[config.mk]
export PLATFORM = sky130hd
export DESIGN_NAME = fodac_object_access
export DESIGN_NICKNAME = d
export VERILOG_FILES = /design/src/fodac_pkg.sv /design/src/fodac_object_store.sv /design/src/fodac_object_access.sv
export SDC_FILE = /design/constraint.sdc
export NUM_CORES = 1
export LEC_CHECK = 0
export BUFFER_PORTS_ARGS = -buffer_cell sky130_fd_sc_hd__buf_2
export CAP_MARGIN = 20
export CORE_AREA = 8 8 342 344
export CTS_CLUSTER_DIAMETER = 40
export DETAILED_ROUTE_END_ITERATION = 6
export DIE_AREA = 0 0 350 352
export HOLD_SLACK_MARGIN = 0.12
export PLACE_DENSITY_LB_ADDON = 0.08
export SYNTH_ARGS = -nofsm -noshare
export SYNTH_HDL_FRONTEND = slang
export SYNTH_SLANG_ARGS = --single-unit
[constraint.sdc]
create_clock -name clk -period 3.97 [get_ports clk]
set_input_delay 0.5955 -clock clk [delete_from_list [all_inputs] [get_ports clk]]
set_output_delay 0.5955 -clock clk [all_outputs]
set_load 0.005 [all_outputs]
[src/fodac_pkg.sv]
// Shared constants for the object dictionary access block: object table,
// error codes, value encodings and start-up timing.
// Assumes a single 125 MHz clock domain; all users import fodac_pkg::*.
`default_nettype none
package fodac_pkg;
  // Reply value field and request keys
  localparam int VALUE_BYTES = 40;
  localparam int VALUE_W = VALUE_BYTES * 8;
  localparam logic [15:0] NULL_INDEX = 16'h0000;
  localparam logic [7:0] NULL_SUBINDEX = 8'h00;

  // Error codes; zero means the access worked
  localparam logic [7:0] ERR_OK = 8'h00;
  localparam logic [7:0] ERR_NO_OBJECT = 8'h01;
  localparam logic [7:0] ERR_ACCESS = 8'h02;
  localparam logic [7:0] ERR_RANGE = 8'h03;

  // Start-up delay before measured values are emitted
  localparam longint CLK_FREQ_HZ = 125_000_000;
  localparam longint START_DELAY_MS = 2000;
  localparam int START_DELAY_CYCLES = int'(START_DELAY_MS * CLK_FREQ_HZ / 1000);

  typedef enum logic [2:0] {
    float32_type, signed16_type, signed32_type, unsigned8_type,
    unsigned16_type, unsigned32_type, boolean_type
  } fodac_type_t;

  typedef enum logic [1:0] {ACC_RO, ACC_WO, ACC_RW} fodac_access_t;

  // Object table: {object_index, object_subindex}, encoding, rights, start value
  localparam int NUM_OBJECTS = 8;
  localparam int SLOT_W = 3;
  localparam logic [23:0] OBJ_KEY [NUM_OBJECTS] = '{
    24'h1010_01, 24'h2010_07, 24'h2010_16, 24'h2010_17,
    24'h2010_18, 24'h3002_02, 24'h3143_00, 24'h2100_01};
  localparam fodac_type_t OBJ_TYPE [NUM_OBJECTS] = '{
    unsigned32_type, unsigned8_type, unsigned8_type, unsigned16_type,
    float32_type, unsigned8_type, float32_type, unsigned32_type};
  localparam fodac_access_t OBJ_ACC [NUM_OBJECTS] = '{
    ACC_RW, ACC_RW, ACC_RW, ACC_RW, ACC_RW, ACC_RO, ACC_RW, ACC_RW};
  localparam logic [31:0] OBJ_RESET [NUM_OBJECTS] = '{
    32'h0000_0000, 32'h0000_0000, 32'h0000_0000, 32'h0000_000A,
    32'h0000_0000, 32'h0000_0000, 32'h0000_0000, 32'h0000_0000};
  // Network settings survive an archive import
  localparam logic OBJ_KEEP [NUM_OBJECTS] = '{
    1'b0, 1'b0, 1'b0, 1'b0, 1'b0, 1'b0, 1'b0, 1'b1};

  // Does a 40-byte value field hold a legal value of the given encoding
  function automatic logic fodac_fits(fodac_type_t t, logic [VALUE_W-1:0] v);
    logic ok;
    ok = 1'b0;
    unique case (t)
      float32_type, signed32_type, unsigned32_type: ok = (v[VALUE_W-1:32] == '0);
      signed16_type: ok = (v[VALUE_W-1:32] == '0) && (v[31:16] == {16{v[15]}});
      unsigned16_type: ok = (v[VALUE_W-1:16] == '0);
      unsigned8_type: ok = (v[VALUE_W-1:8] == '0);
      boolean_type: ok = (v[VALUE_W-1:1] == '0);
    endcase
    return ok;
  endfunction

  // Lowest matching entry wins; keys are unique so at most one matches
  function automatic logic [SLOT_W-1:0] fodac_encode(logic [NUM_OBJECTS-1:0] hits);
    logic [SLOT_W-1:0] s;
    s = '0;
    for (int i = NUM_OBJECTS - 1; i >= 0; i--) begin
      if (hits[i]) begin
        s = SLOT_W'(i);
      end
    end
    return s;
  endfunction
endpackage
`default_nettype wire

[src/fodac_object_store.sv]
// Small memory holding the current 32-bit contents of each object.
// Assumes one clock; read data appear one edge after the address.
`default_nettype none
module fodac_object_store #(
  parameter int DEPTH = 8,
  parameter int WIDTH = 32
) (
  input wire logic clk,
  input wire logic we,
  input wire logic [$clog2(DEPTH)-1:0] waddr,
  input wire logic [WIDTH-1:0] wdata,
  input wire logic [$clog2(DEPTH)-1:0] raddr,
  output logic [WIDTH-1:0] rdata
);
  logic [WIDTH-1:0] mem [DEPTH];

  // Registered read port, no reset needed on storage
  always_ff @(posedge clk) begin
    if (we) begin
      mem[waddr] <= wdata;
    end
    rdata <= mem[raddr];
  end
endmodule
`default_nettype wire

[src/fodac_object_access.sv]
// Object dictionary request/reply engine behind the cyclic fieldbus modules.
// Assumes request ports are synchronous to clk and stand for one cycle each.
// Contract
// - Read reply echoes index and subindex plus a one-byte error code.
// - Read reply carries a 40-byte value field with current object contents.
// - After each request a null request must come before another is accepted.
// - Write reply echoes index, subindex and error code, no value.
// - Objects are selected only by index and subindex together.
// - Each object is read-only, write-only or read-write, and that is enforced.
// - Values use float32, signed 16/32, unsigned 8/16/32 or Boolean encodings.
// - Start set loads at power-up; measured values flow about 2 s later.
// - At most one network connection, Ethernet or fieldbus, is active.
// - Archive import overwrites everything except the network settings.
// - Measured values go to the controller as floating-point numbers.
`default_nettype none
module fodac_object_access
  import fodac_pkg::*;
#(
  parameter int unsigned START_CYCLES = fodac_pkg::START_DELAY_CYCLES
) (
  input wire logic clk,
  input wire logic sys_rst,
  input wire logic [1:0] connReq,
  output logic [1:0] connGrant,
  output logic connRejected,
  input wire logic rdReqValid,
  input wire logic [15:0] rdObjectIndex,
  input wire logic [7:0] rdObjectSubindex,
  input wire logic wrReqValid,
  input wire logic [15:0] wrObjectIndex,
  input wire logic [7:0] wrObjectSubindex,
  input wire logic [fodac_pkg::VALUE_W-1:0] wrValue,
  input wire logic importValid,
  input wire logic [15:0] importObjectIndex,
  input wire logic [7:0] importObjectSubindex,
  input wire logic [31:0] importValue,
  input wire logic [31:0] measFloat,
  output logic [31:0] measFloatOut,
  output logic measActive,
  output logic reqReady,
  output logic rdReplyValid,
  output logic [15:0] rdReplyIndex,
  output logic [7:0] rdReplySubindex,
  output logic [7:0] rdReplyError,
  output logic [fodac_pkg::VALUE_W-1:0] rdReplyValue,
  output logic wrReplyValid,
  output logic [15:0] wrReplyIndex,
  output logic [7:0] wrReplySubindex,
  output logic [7:0] wrReplyError
);
  import fodac_pkg::*;

  typedef enum logic [2:0] {S_INIT, S_IDLE, S_RD_WAIT, S_RD_DONE, S_WAIT_NULL} fodac_state_t;

  typedef struct packed {
    fodac_state_t state;
    logic [31:0] startCnt;
    logic started;
    logic [SLOT_W-1:0] slot;
    logic memWe;
    logic [SLOT_W-1:0] memWaddr;
    logic [31:0] memWdata;
    logic [1:0] connGrant;
    logic [1:0] connReqPrev;
    logic connRejected;
    logic [23:0] pendKey;
    logic rdValid;
    logic [15:0] rdIdx;
    logic [7:0] rdSub;
    logic [7:0] rdErr;
    logic [VALUE_W-1:0] rdVal;
    logic wrValid;
    logic [15:0] wrIdx;
    logic [7:0] wrSub;
    logic [7:0] wrErr;
    logic [31:0] measOut;
  } fodac_regs_t;

  fodac_regs_t q, d;
  logic [31:0] memRdata;
  logic [NUM_OBJECTS-1:0] rdHits, wrHits, impHits;
  logic [SLOT_W-1:0] rdSlot, wrSlot, impSlot;
  logic enable, rdNull, wrNull, takeRd, takeWr;

  // Key match per table entry: both index and subindex must agree
  for (genvar g = 0; g < NUM_OBJECTS; g++) begin : g_match
    assign rdHits[g] = ({rdObjectIndex, rdObjectSubindex} == OBJ_KEY[g]);
    assign wrHits[g] = ({wrObjectIndex, wrObjectSubindex} == OBJ_KEY[g]);
    assign impHits[g] = ({importObjectIndex, importObjectSubindex} == OBJ_KEY[g]);
  end

  // Requests count only while the fieldbus owns the link and start-up is over
  assign enable = q.started && q.connGrant[1];
  assign rdNull = (rdObjectIndex == NULL_INDEX) && (rdObjectSubindex == NULL_SUBINDEX);
  assign wrNull = (wrObjectIndex == NULL_INDEX) && (wrObjectSubindex == NULL_SUBINDEX);
  assign takeRd = enable && rdReqValid && q.state == S_IDLE && !rdNull;
  assign takeWr = enable && wrReqValid && !rdReqValid && q.state == S_IDLE && !wrNull;
  assign rdSlot = fodac_encode(rdHits);
  assign wrSlot = fodac_encode(wrHits);
  assign impSlot = fodac_encode(impHits);

  fodac_object_store #(.DEPTH(NUM_OBJECTS), .WIDTH(32)) u_store (
    .clk(clk),
    .we(q.memWe),
    .waddr(q.memWaddr),
    .wdata(q.memWdata),
    .raddr(q.slot),
    .rdata(memRdata)
  );

  // Next-state logic for the whole block
  always_comb begin
    d = q;
    d.memWe = 1'b0;
    d.rdValid = 1'b0;
    d.wrValid = 1'b0;
    d.connRejected = 1'b0;
    // One connection at a time; a second requester is turned away
    d.connReqPrev = connReq;
    if (q.connGrant == 2'b00) begin
      if (connReq[0]) begin
        d.connGrant = 2'b01;
      end else if (connReq[1]) begin
        d.connGrant = 2'b10;
      end
    end else if ((q.connGrant & connReq) == 2'b00) begin
      d.connGrant = 2'b00;
    end else if ((connReq & ~q.connReqPrev & ~q.connGrant) != 2'b00) begin
      d.connRejected = 1'b1;
    end
    // Start-up timer gates measured values
    if (!q.started) begin
      if (q.startCnt == 32'(START_CYCLES - 1)) begin
        d.started = 1'b1;
      end else begin
        d.startCnt = q.startCnt + 32'h0000_0001;
      end
    end
    if (q.started) begin
      d.measOut = measFloat;
    end
    unique case (q.state)
      // Load the start parameter set, one object per cycle
      S_INIT: begin
        d.memWe = 1'b1;
        d.memWaddr = q.slot;
        d.memWdata = OBJ_RESET[q.slot];
        d.slot = q.slot + SLOT_W'(1);
        if (q.slot == SLOT_W'(NUM_OBJECTS - 1)) begin
          d.state = S_IDLE;
        end
      end
      S_IDLE: begin
        if (enable && rdReqValid && rdNull) begin
          d.rdValid = 1'b1;
          d.rdIdx = NULL_INDEX;
          d.rdSub = NULL_SUBINDEX;
          d.rdErr = ERR_OK;
          d.rdVal = '0;
        end else if (takeRd) begin
          d.pendKey = {rdObjectIndex, rdObjectSubindex};
          d.state = S_WAIT_NULL;
          if (rdHits == '0 || OBJ_ACC[rdSlot] == ACC_WO) begin
            d.rdValid = 1'b1;
            d.rdIdx = rdObjectIndex;
            d.rdSub = rdObjectSubindex;
            d.rdErr = (rdHits == '0) ? ERR_NO_OBJECT : ERR_ACCESS;
            d.rdVal = '0;
          end else begin
            d.slot = rdSlot;
            d.state = S_RD_WAIT;
          end
        end else if (enable && wrReqValid && wrNull) begin
          d.wrValid = 1'b1;
          d.wrIdx = NULL_INDEX;
          d.wrSub = NULL_SUBINDEX;
          d.wrErr = ERR_OK;
        end else if (takeWr) begin
          d.wrValid = 1'b1;
          d.wrIdx = wrObjectIndex;
          d.wrSub = wrObjectSubindex;
          d.state = S_WAIT_NULL;
          if (wrHits == '0) begin
            d.wrErr = ERR_NO_OBJECT;
          end else if (OBJ_ACC[wrSlot] == ACC_RO) begin
            d.wrErr = ERR_ACCESS;
          end else if (!fodac_fits(OBJ_TYPE[wrSlot], wrValue)) begin
            d.wrErr = ERR_RANGE;
          end else begin
            d.wrErr = ERR_OK;
            d.memWe = 1'b1;
            d.memWaddr = wrSlot;
            d.memWdata = wrValue[31:0];
          end
        end else if (importValid && impHits != '0 && !OBJ_KEEP[impSlot]) begin
          d.memWe = 1'b1;
          d.memWaddr = impSlot;
          d.memWdata = importValue;
        end
      end
      // Memory answers one edge after the slot is registered
      S_RD_WAIT: d.state = S_RD_DONE;
      S_RD_DONE: begin
        d.rdValid = 1'b1;
        d.rdIdx = q.pendKey[23:8];
        d.rdSub = q.pendKey[7:0];
        d.rdErr = ERR_OK;
        d.rdVal = {{(VALUE_W - 32){1'b0}}, memRdata};
        d.state = S_WAIT_NULL;
      end
      // Only a null request releases the engine; others are dropped
      S_WAIT_NULL: begin
        if (enable && rdReqValid && rdNull) begin
          d.rdValid = 1'b1;
          d.rdIdx = NULL_INDEX;
          d.rdSub = NULL_SUBINDEX;
          d.rdErr = ERR_OK;
          d.rdVal = '0;
          d.state = S_IDLE;
        end else if (enable && wrReqValid && !rdReqValid && wrNull) begin
          d.wrValid = 1'b1;
          d.wrIdx = NULL_INDEX;
          d.wrSub = NULL_SUBINDEX;
          d.wrErr = ERR_OK;
          d.state = S_IDLE;
        end
      end
    endcase
  end

  // State register; reset clears replies so outputs are defined at once
  always_ff @(posedge clk) begin
    if (sys_rst) begin
      q <= '0;
      q.state <= S_INIT;
    end else begin
      q <= d;
    end
  end

  assign connGrant = q.connGrant;
  assign connRejected = q.connRejected;
  assign measFloatOut = q.measOut;
  assign measActive = q.started;
  assign reqReady = (q.state == S_IDLE) && q.started;
  assign rdReplyValid = q.rdValid;
  assign rdReplyIndex = q.rdIdx;
  assign rdReplySubindex = q.rdSub;
  assign rdReplyError = q.rdErr;
  assign rdReplyValue = q.rdVal;
  assign wrReplyValid = q.wrValid;
  assign wrReplyIndex = q.wrIdx;
  assign wrReplySubindex = q.wrSub;
  assign wrReplyError = q.wrErr;
endmodule
`default_nettype wire

Word-level counts from Yosys, hierarchy flattened
Memories as Yosys holds them, arrays and structs flattened. A register that Yosys moved wholly into a read port is not among the register bits. Cells that the tools add are included.

Register bits after elaboration: 522. Bits in writable memories: 256. Bits in read-only memories: 320. Bits of input ports: 463. Output and inout bits: 423. Word-level logic and storage cells: 243. Memories: 6.

Memory list: (no name shown) (depth 8, bits a word 32, read ports 1, clocked after Yosys merged registers in 0, write ports 0, line fodac_object_access.sv:147) `d.memWdata = OBJ_RESET[q.slot];`; u_store.mem (depth 8, bits a word 32, read ports 1, clocked after Yosys merged registers in 1, write ports 1, line fodac_object_store.sv:15) `logic [WIDTH-1:0] mem [DEPTH];`; (no name shown) (depth 8, bits a word 3, read ports 1, clocked after Yosys merged registers in 0, write ports 0, line fodac_object_access.sv:187) `end else if (!fodac_fits(OBJ_TYPE[wrSlot], wrValue)) begin`; (no name shown) (depth 8, bits a word 2, read ports 1, clocked after Yosys merged registers in 0, write ports 0, line fodac_object_access.sv:185) `end else if (OBJ_ACC[wrSlot] == ACC_RO) begin`; (no name shown) (depth 8, bits a word 2, read ports 1, clocked after Yosys merged registers in 0, write ports 0, line fodac_object_access.sv:163) `if (rdHits == '0 || OBJ_ACC[rdSlot] == ACC_WO) begin`; (no name shown) (depth 8, bits a word 1, read ports 1, clocked after Yosys merged registers in 0, write ports 0, line fodac_object_access.sv:195) `end else if (importValid && impHits != '0 && !OBJ_KEEP[impSlot]) begin`.

$add $sub $neg: 2. $lt $le $gt $ge: 4. Equality and inequality tests: 58. Muxes and demuxes: 87. Bitwise logic cells: 12. Reduce and logical (&&, ||, !) cells: 53.

Operators with widths (number): $mux 353 (4); $pmux 353 s3 (1); $eq 24x22->1 const B (21); $logic_not 319->1 (1); $logic_not 312->1 (1); $logic_not 304->1 (1); $logic_not 288->1 (1); $mux 36 (7); $mux 33 (6); $mux 3 (36); $pmux 39 s2 (1); $eq 24x21->1 const B (3); $pmux 33 s2 (1); $mux 32 (2); $mux 39 (1); $ne 3x3->1 const B (11); $add 32x1->32 const B (1); $eq 32x28->1 const B (1); $logic_not 16->1 (2); $logic_not 8->1 (4); $mux 2 (12); $ne 2x2->1 const B (9); $logic_and 1x1->1 (17); $eq 16x16->1 (1); 27 further kinds (71).

Depth between registers and ports, before layout
Word-level depth: 31. Mapped depth: 16. Depth with buffers taken out: 14.

By module
A second synthesis with hierarchy kept.

Cells, all modules: 2046. Area, all modules: 24048.1 um^2.

Modules (own cells, without submodules): fodac_object_access (times used 1, cells each 1631, area an instance 13581.8 um^2, seq. area each 4424.2 um^2); fodac_object_store (times used 1, cells each 415, area an instance 10466.3 um^2, seq. area each 8328.0 um^2).

Worst setup path before layout
Ideal clock, no wire load.

Path type: input-to-reg. From: input port wrObjectSubindex[0]. To: register q[466] in the netlist's numbering. Setup time: 0.069 ns. Arrival: 3.317 ns. Data required time: 3.901 ns. Path slack: 0.584 ns. Stages on the path: 14. Path buffers: 2. Cell sequence: clkbuf_1 > nand3b_1 > nor4_1 > a211oi_1 > inv_1 > ha_1 > inv_1 > or4_1 > o31a_1 > a21oi_4 > o2111a_4 > buf_6 > o21ai_2 > a21oi_2.

Word-level cells in the longest chain between the ends: 25. Elaborated cells on any way between the ends: 57. Those cells by class: 19 x eq/ne; 25 x mux; 1 x bitwise; 10 x reduce/logical; 2 x memory.

RTL lines: start, declared (line fodac_object_access.sv:31) `input wire logic [7:0] wrObjectSubindex,`; $eq 24x22->1 (line fodac_object_access.sv:88) `assign wrHits[g] = ({wrObjectIndex, wrObjectSubindex} == OBJ_KEY[g]);`; $mux 3 (8 in a row) (line fodac_pkg.sv:67) `if (hits[i]) begin`; $not 3->4 (implied by the code) (line fodac_object_access.sv:185, fodac_object_access.sv:187); $mem_v2 8x3; $mux 3 (implied by the code) (2 in a row) (line fodac_object_access.sv:187); $eq 3x2->1 (tied with other cells) (line fodac_pkg.sv:52) `unique case (t)`; $reduce_or 3->1 (line fodac_pkg.sv:52); $pmux 1 s5 (line fodac_pkg.sv:52); $mux 1 (line fodac_object_access.sv:185); $mux 1 (line fodac_object_access.sv:183) `if (wrHits == '0) begin`; $mux 1 (line fodac_object_access.sv:178) `end else if (takeWr) begin`; $mux 1 (line fodac_object_access.sv:173) `end else if (enable && wrReqValid && wrNull) begin`; $mux 1 (line fodac_object_access.sv:160) `end else if (takeRd) begin`; $mux 1 (line fodac_object_access.sv:154) `if (enable && rdReqValid && rdNull) begin`; $mux 1 (line fodac_object_access.sv:142) `unique case (q.state)`; $ne 3x3->1 (no source line); $reduce_and 8->1 (no source line); end, declared (line fodac_object_access.sv:79) `fodac_regs_t q, d;`.

Parallel ways exist; a longest one is shown, timed or not. The select of a mux whose other input is x is not followed. A chain may end at the register's enable or synchronous reset.

Worst setup path after layout
From: input port wrObjectSubindex[3]. To: register q[473] in the netlist's numbering.

Same word-level chain as after synthesis.

==> impl_metrics.tcl <==
set metrics [dict create \
    ys.flop_type "edfxtp_1" \
    reg2reg_setup_slack_ns 0.65 \
    port_buffers 584 \
    synth_area_leader_cell "edfxtp_1" \
    drive_above_1_share_pct 34.36 \
    synthesis.area_mm2 0.02423 \
    critPathMaxFanout 9 \
    first_iter_violations 1262 \
    place_congestion 0.8796 \
    hold_depth 3 \
    htreeDepth 3 \
    area_growth_pct 29.41 \
    numClockSinks 509 \
    grt_pass1_vias 19160 \
    crit_arrival_ns 3.87 \
    synth_cells 2200 \
    grt_pass1_wl_mm 144.5 \
    viasPerCell 4.202 \
    dpl.hpwl_mm 77.78 \
    synth_most_common_cell "buf_4" \
    cap_violations 0 \
    maxSlewHeadroom_pct 30.28 \
    final_nets 3239 \
    fp-row-count 123 \
    ys_seq_area_share_pct 52.63 \
    cts_resized 0 \
    wl_per_cell_um 23.55 \
    clock_latency_ns 0.67 \
    fin_skew_ns 0.05155 \
    synth_edf_count 256 \
    rr_endpoint "q[481]" \
    ff2ff_path_depth 8 \
    end_kind "flip-flop" \
    ant_nets 0 \
    io_pins 886 \
    setup_violations 0 \
    grt_usage_pct 15.98 \
    syn_avg_cell_area_um2 11.01 \
    grt_start_max_net_pins 132 \
    status "completed" \
    cts_buffer_depth 3 \
    ys_ff_latch 509 \
    async_reset_ff_share_pct 0 \
    netlist_top_cells_area "edfxtp_1, dfxtp_1, buf_4, mux4_2, nand2_1" \
    critPathKind "input port to flip-flop" \
    vdd_ir_drop_max_mv 0.3788 \
    drc_errors 0 \
    first_pass_iters 5 \
    slew_viol_final 0 \
    cp-start-kind "input port" \
    timing.hold.ws_ns 0.1781 \
    root_buffer "clkbuf_16" \
    fin_crit_sh_pct 85.38 \
    tightest_slew_ns 1.036 \
    hp-start "measFloat[21]" \
    hold_path.class "input port to flip-flop" \
    path_clk_slew_ns 0.05 \
    synth_top_area_share_pct 31.72 \
    min_to "measFloatOut[21]" \
    core_mm2 0.1116 \
    num_vias 18360 \
    yosys-top-cells-count "buf_4, edfxtp_1, dfxtp_1" \
    initial_core_util_pct 21.72 \
    min_period_ns 3.390 \
    powerDensity_mw_per_mm2 526.0 \
    r2r-start "connGrant[1]" \
    cts_made_buffers 104 \
    utilization_pct 28.10 \
    finalHoldViolCount 0 \
    synth_warnings 0 \
    critPathRequiredTime_ns 4.45 \
    leakage_uw 0.01198 \
    die_y_um 352 \
    routed_wirelength_mm 102.9 \
    max_freq_mhz 295.0 \
    gr-total-overflow 0 \
    antenna_found_initial 44 \
    die_w_um 350 \
    tritoncts "built" \
    yosysUniqueCellTypes 86 \
    rsz0062_at_grt "no" \
    die_area_mm2 0.1232 \
]
## worst max-delay path, stage by stage
cell and delay, ns:
buf_2 0.15, nor3_1 0.35, nand3_2 0.19, buf_4 0.20, nor2_1 0.15, a21o_1 0.22
a21oi_1 0.12, ha_1 0.27, nand4_1 0.09, o22ai_1 0.08, nand2_1 0.09, nor4_1 0.05
a2111o_1 0.50, o2111a_4 0.37, buf_4 0.19, o21ai_1 0.17, a21oi_1 0.09
## routing by layer
metal	part of all wire (%)	global-route usage, %
met4	1.6	3.209
met1	48	22.79
met5	0.30	0
met2	42	23.49
met3	8.3	5.194
## cells in the final DEF (no fill, tap or decap), types with 24 or more instances in the layout
cell type / instances
o21ai_1: 27
nand3_1: 57
dfxtp_1: 250
a22oi_1: 26
nand4_1: 36
buf_2: 583
nand2_1: 249
a222oi_1: 24
nor4_1: 93
mux4_2: 64
edfxtp_1: 256
conb_1: 301
a21oi_1: 95
nor3_1: 38
clkbuf_16: 106
a22o_1: 32
mux2i_1: 36
nor2_1: 152
buf_4: 76
## worst max path at each step
| stage | start | end | cells past startpoint |
|---|---|---|---|
| 2_1_floorplan | wrObjectSubindex[0] | q[466] | 14 |
| 3_3_place_gp | wrObjectIndex[14] | q[478] | 15 |
| 3_5_place_dp | wrObjectIndex[14] | q[460] | 15 |
| 4_1_cts | connGrant[1] | q[481] | 8 |
| 5_1_grt | connGrant[1] | q[481] | 8 |
| 6_report | wrObjectSubindex[3] | q[473] | 17 |
## cell families after synthesis
group	Yosys count	synth area share, %
AND/OR/NAND/NOR	731	14.92
buffers and inverters	538	15.17
flip-flops	509	52.63
AO/OA/AOI/OAI	285	8.411
multiplexers	100	7.435
XOR/XNOR	28	1.012
adder cells (fa/ha/maj)	8	0.4131
other	1	0.01548
## state kept, by name, summed over array words and instances, names as in the netlist
register / cells
u_store.rdata: 32
connRejected: 1
wrReplyIndex: 16
u_store.mem: 256
rdReplyValue: 32
rdReplyError: 1
wrReplySubindex: 8
measFloatOut: 32
wrReplyValid: 1
rdReplyValid: 1
wrReplyError: 2
rdReplySubindex: 8
connGrant: 2
q: 100
rdReplyIndex: 16
measActive: 1
## where the power goes
part	total (uW)	switching [uW]	leakage, uW	internal, uW
combinational	1320	777	0.00610	542
sequential	5860	120	0.00403	5740
clock	9310	3100	0.00184	6220
## per-stage QoR
stage | setup TNS [ns] | instances | area (um2) | setup slack (ns) | power, uW
final | 0 | 4368 | 31360 | 0.5802 | 16490
after global routing | 0 | 4360 | 31340 | 0.2624 | 17140
after CTS | 0 | 4357 | 31320 | 0.5374 | 16800
after detailed placement | -2.321 | 4145 | 27340 | -0.1041 | 7299
after global placement | 0 | 4145 | 27340 | 0.03311 | 7291
after floorplan | 0 | 2500 | 25360 | 0.5841 | 6826
## cell type report
cell class                      count  area [um2]
Clock buffer                      121        2799
Clock inverter                     75        1016
Sequential cell                   509       12760
Timing Repair Buffer              684        3815
Inverter                           16       60.06
Antenna cell                       10       25.02
Multi-Input combinational cell   1453        9007
Tap cell                         1500        1877
Fill cell                       11810       80220
## timing repair
action                                  4_1_cts  5_1_grt
hold buffers                                 16        0
buffers inserted                              0        0
hold endpoints to repair                     16        0
endpoints found under the setup margin        0        0
No activity file was read; power rests on OpenSTA's default activity.
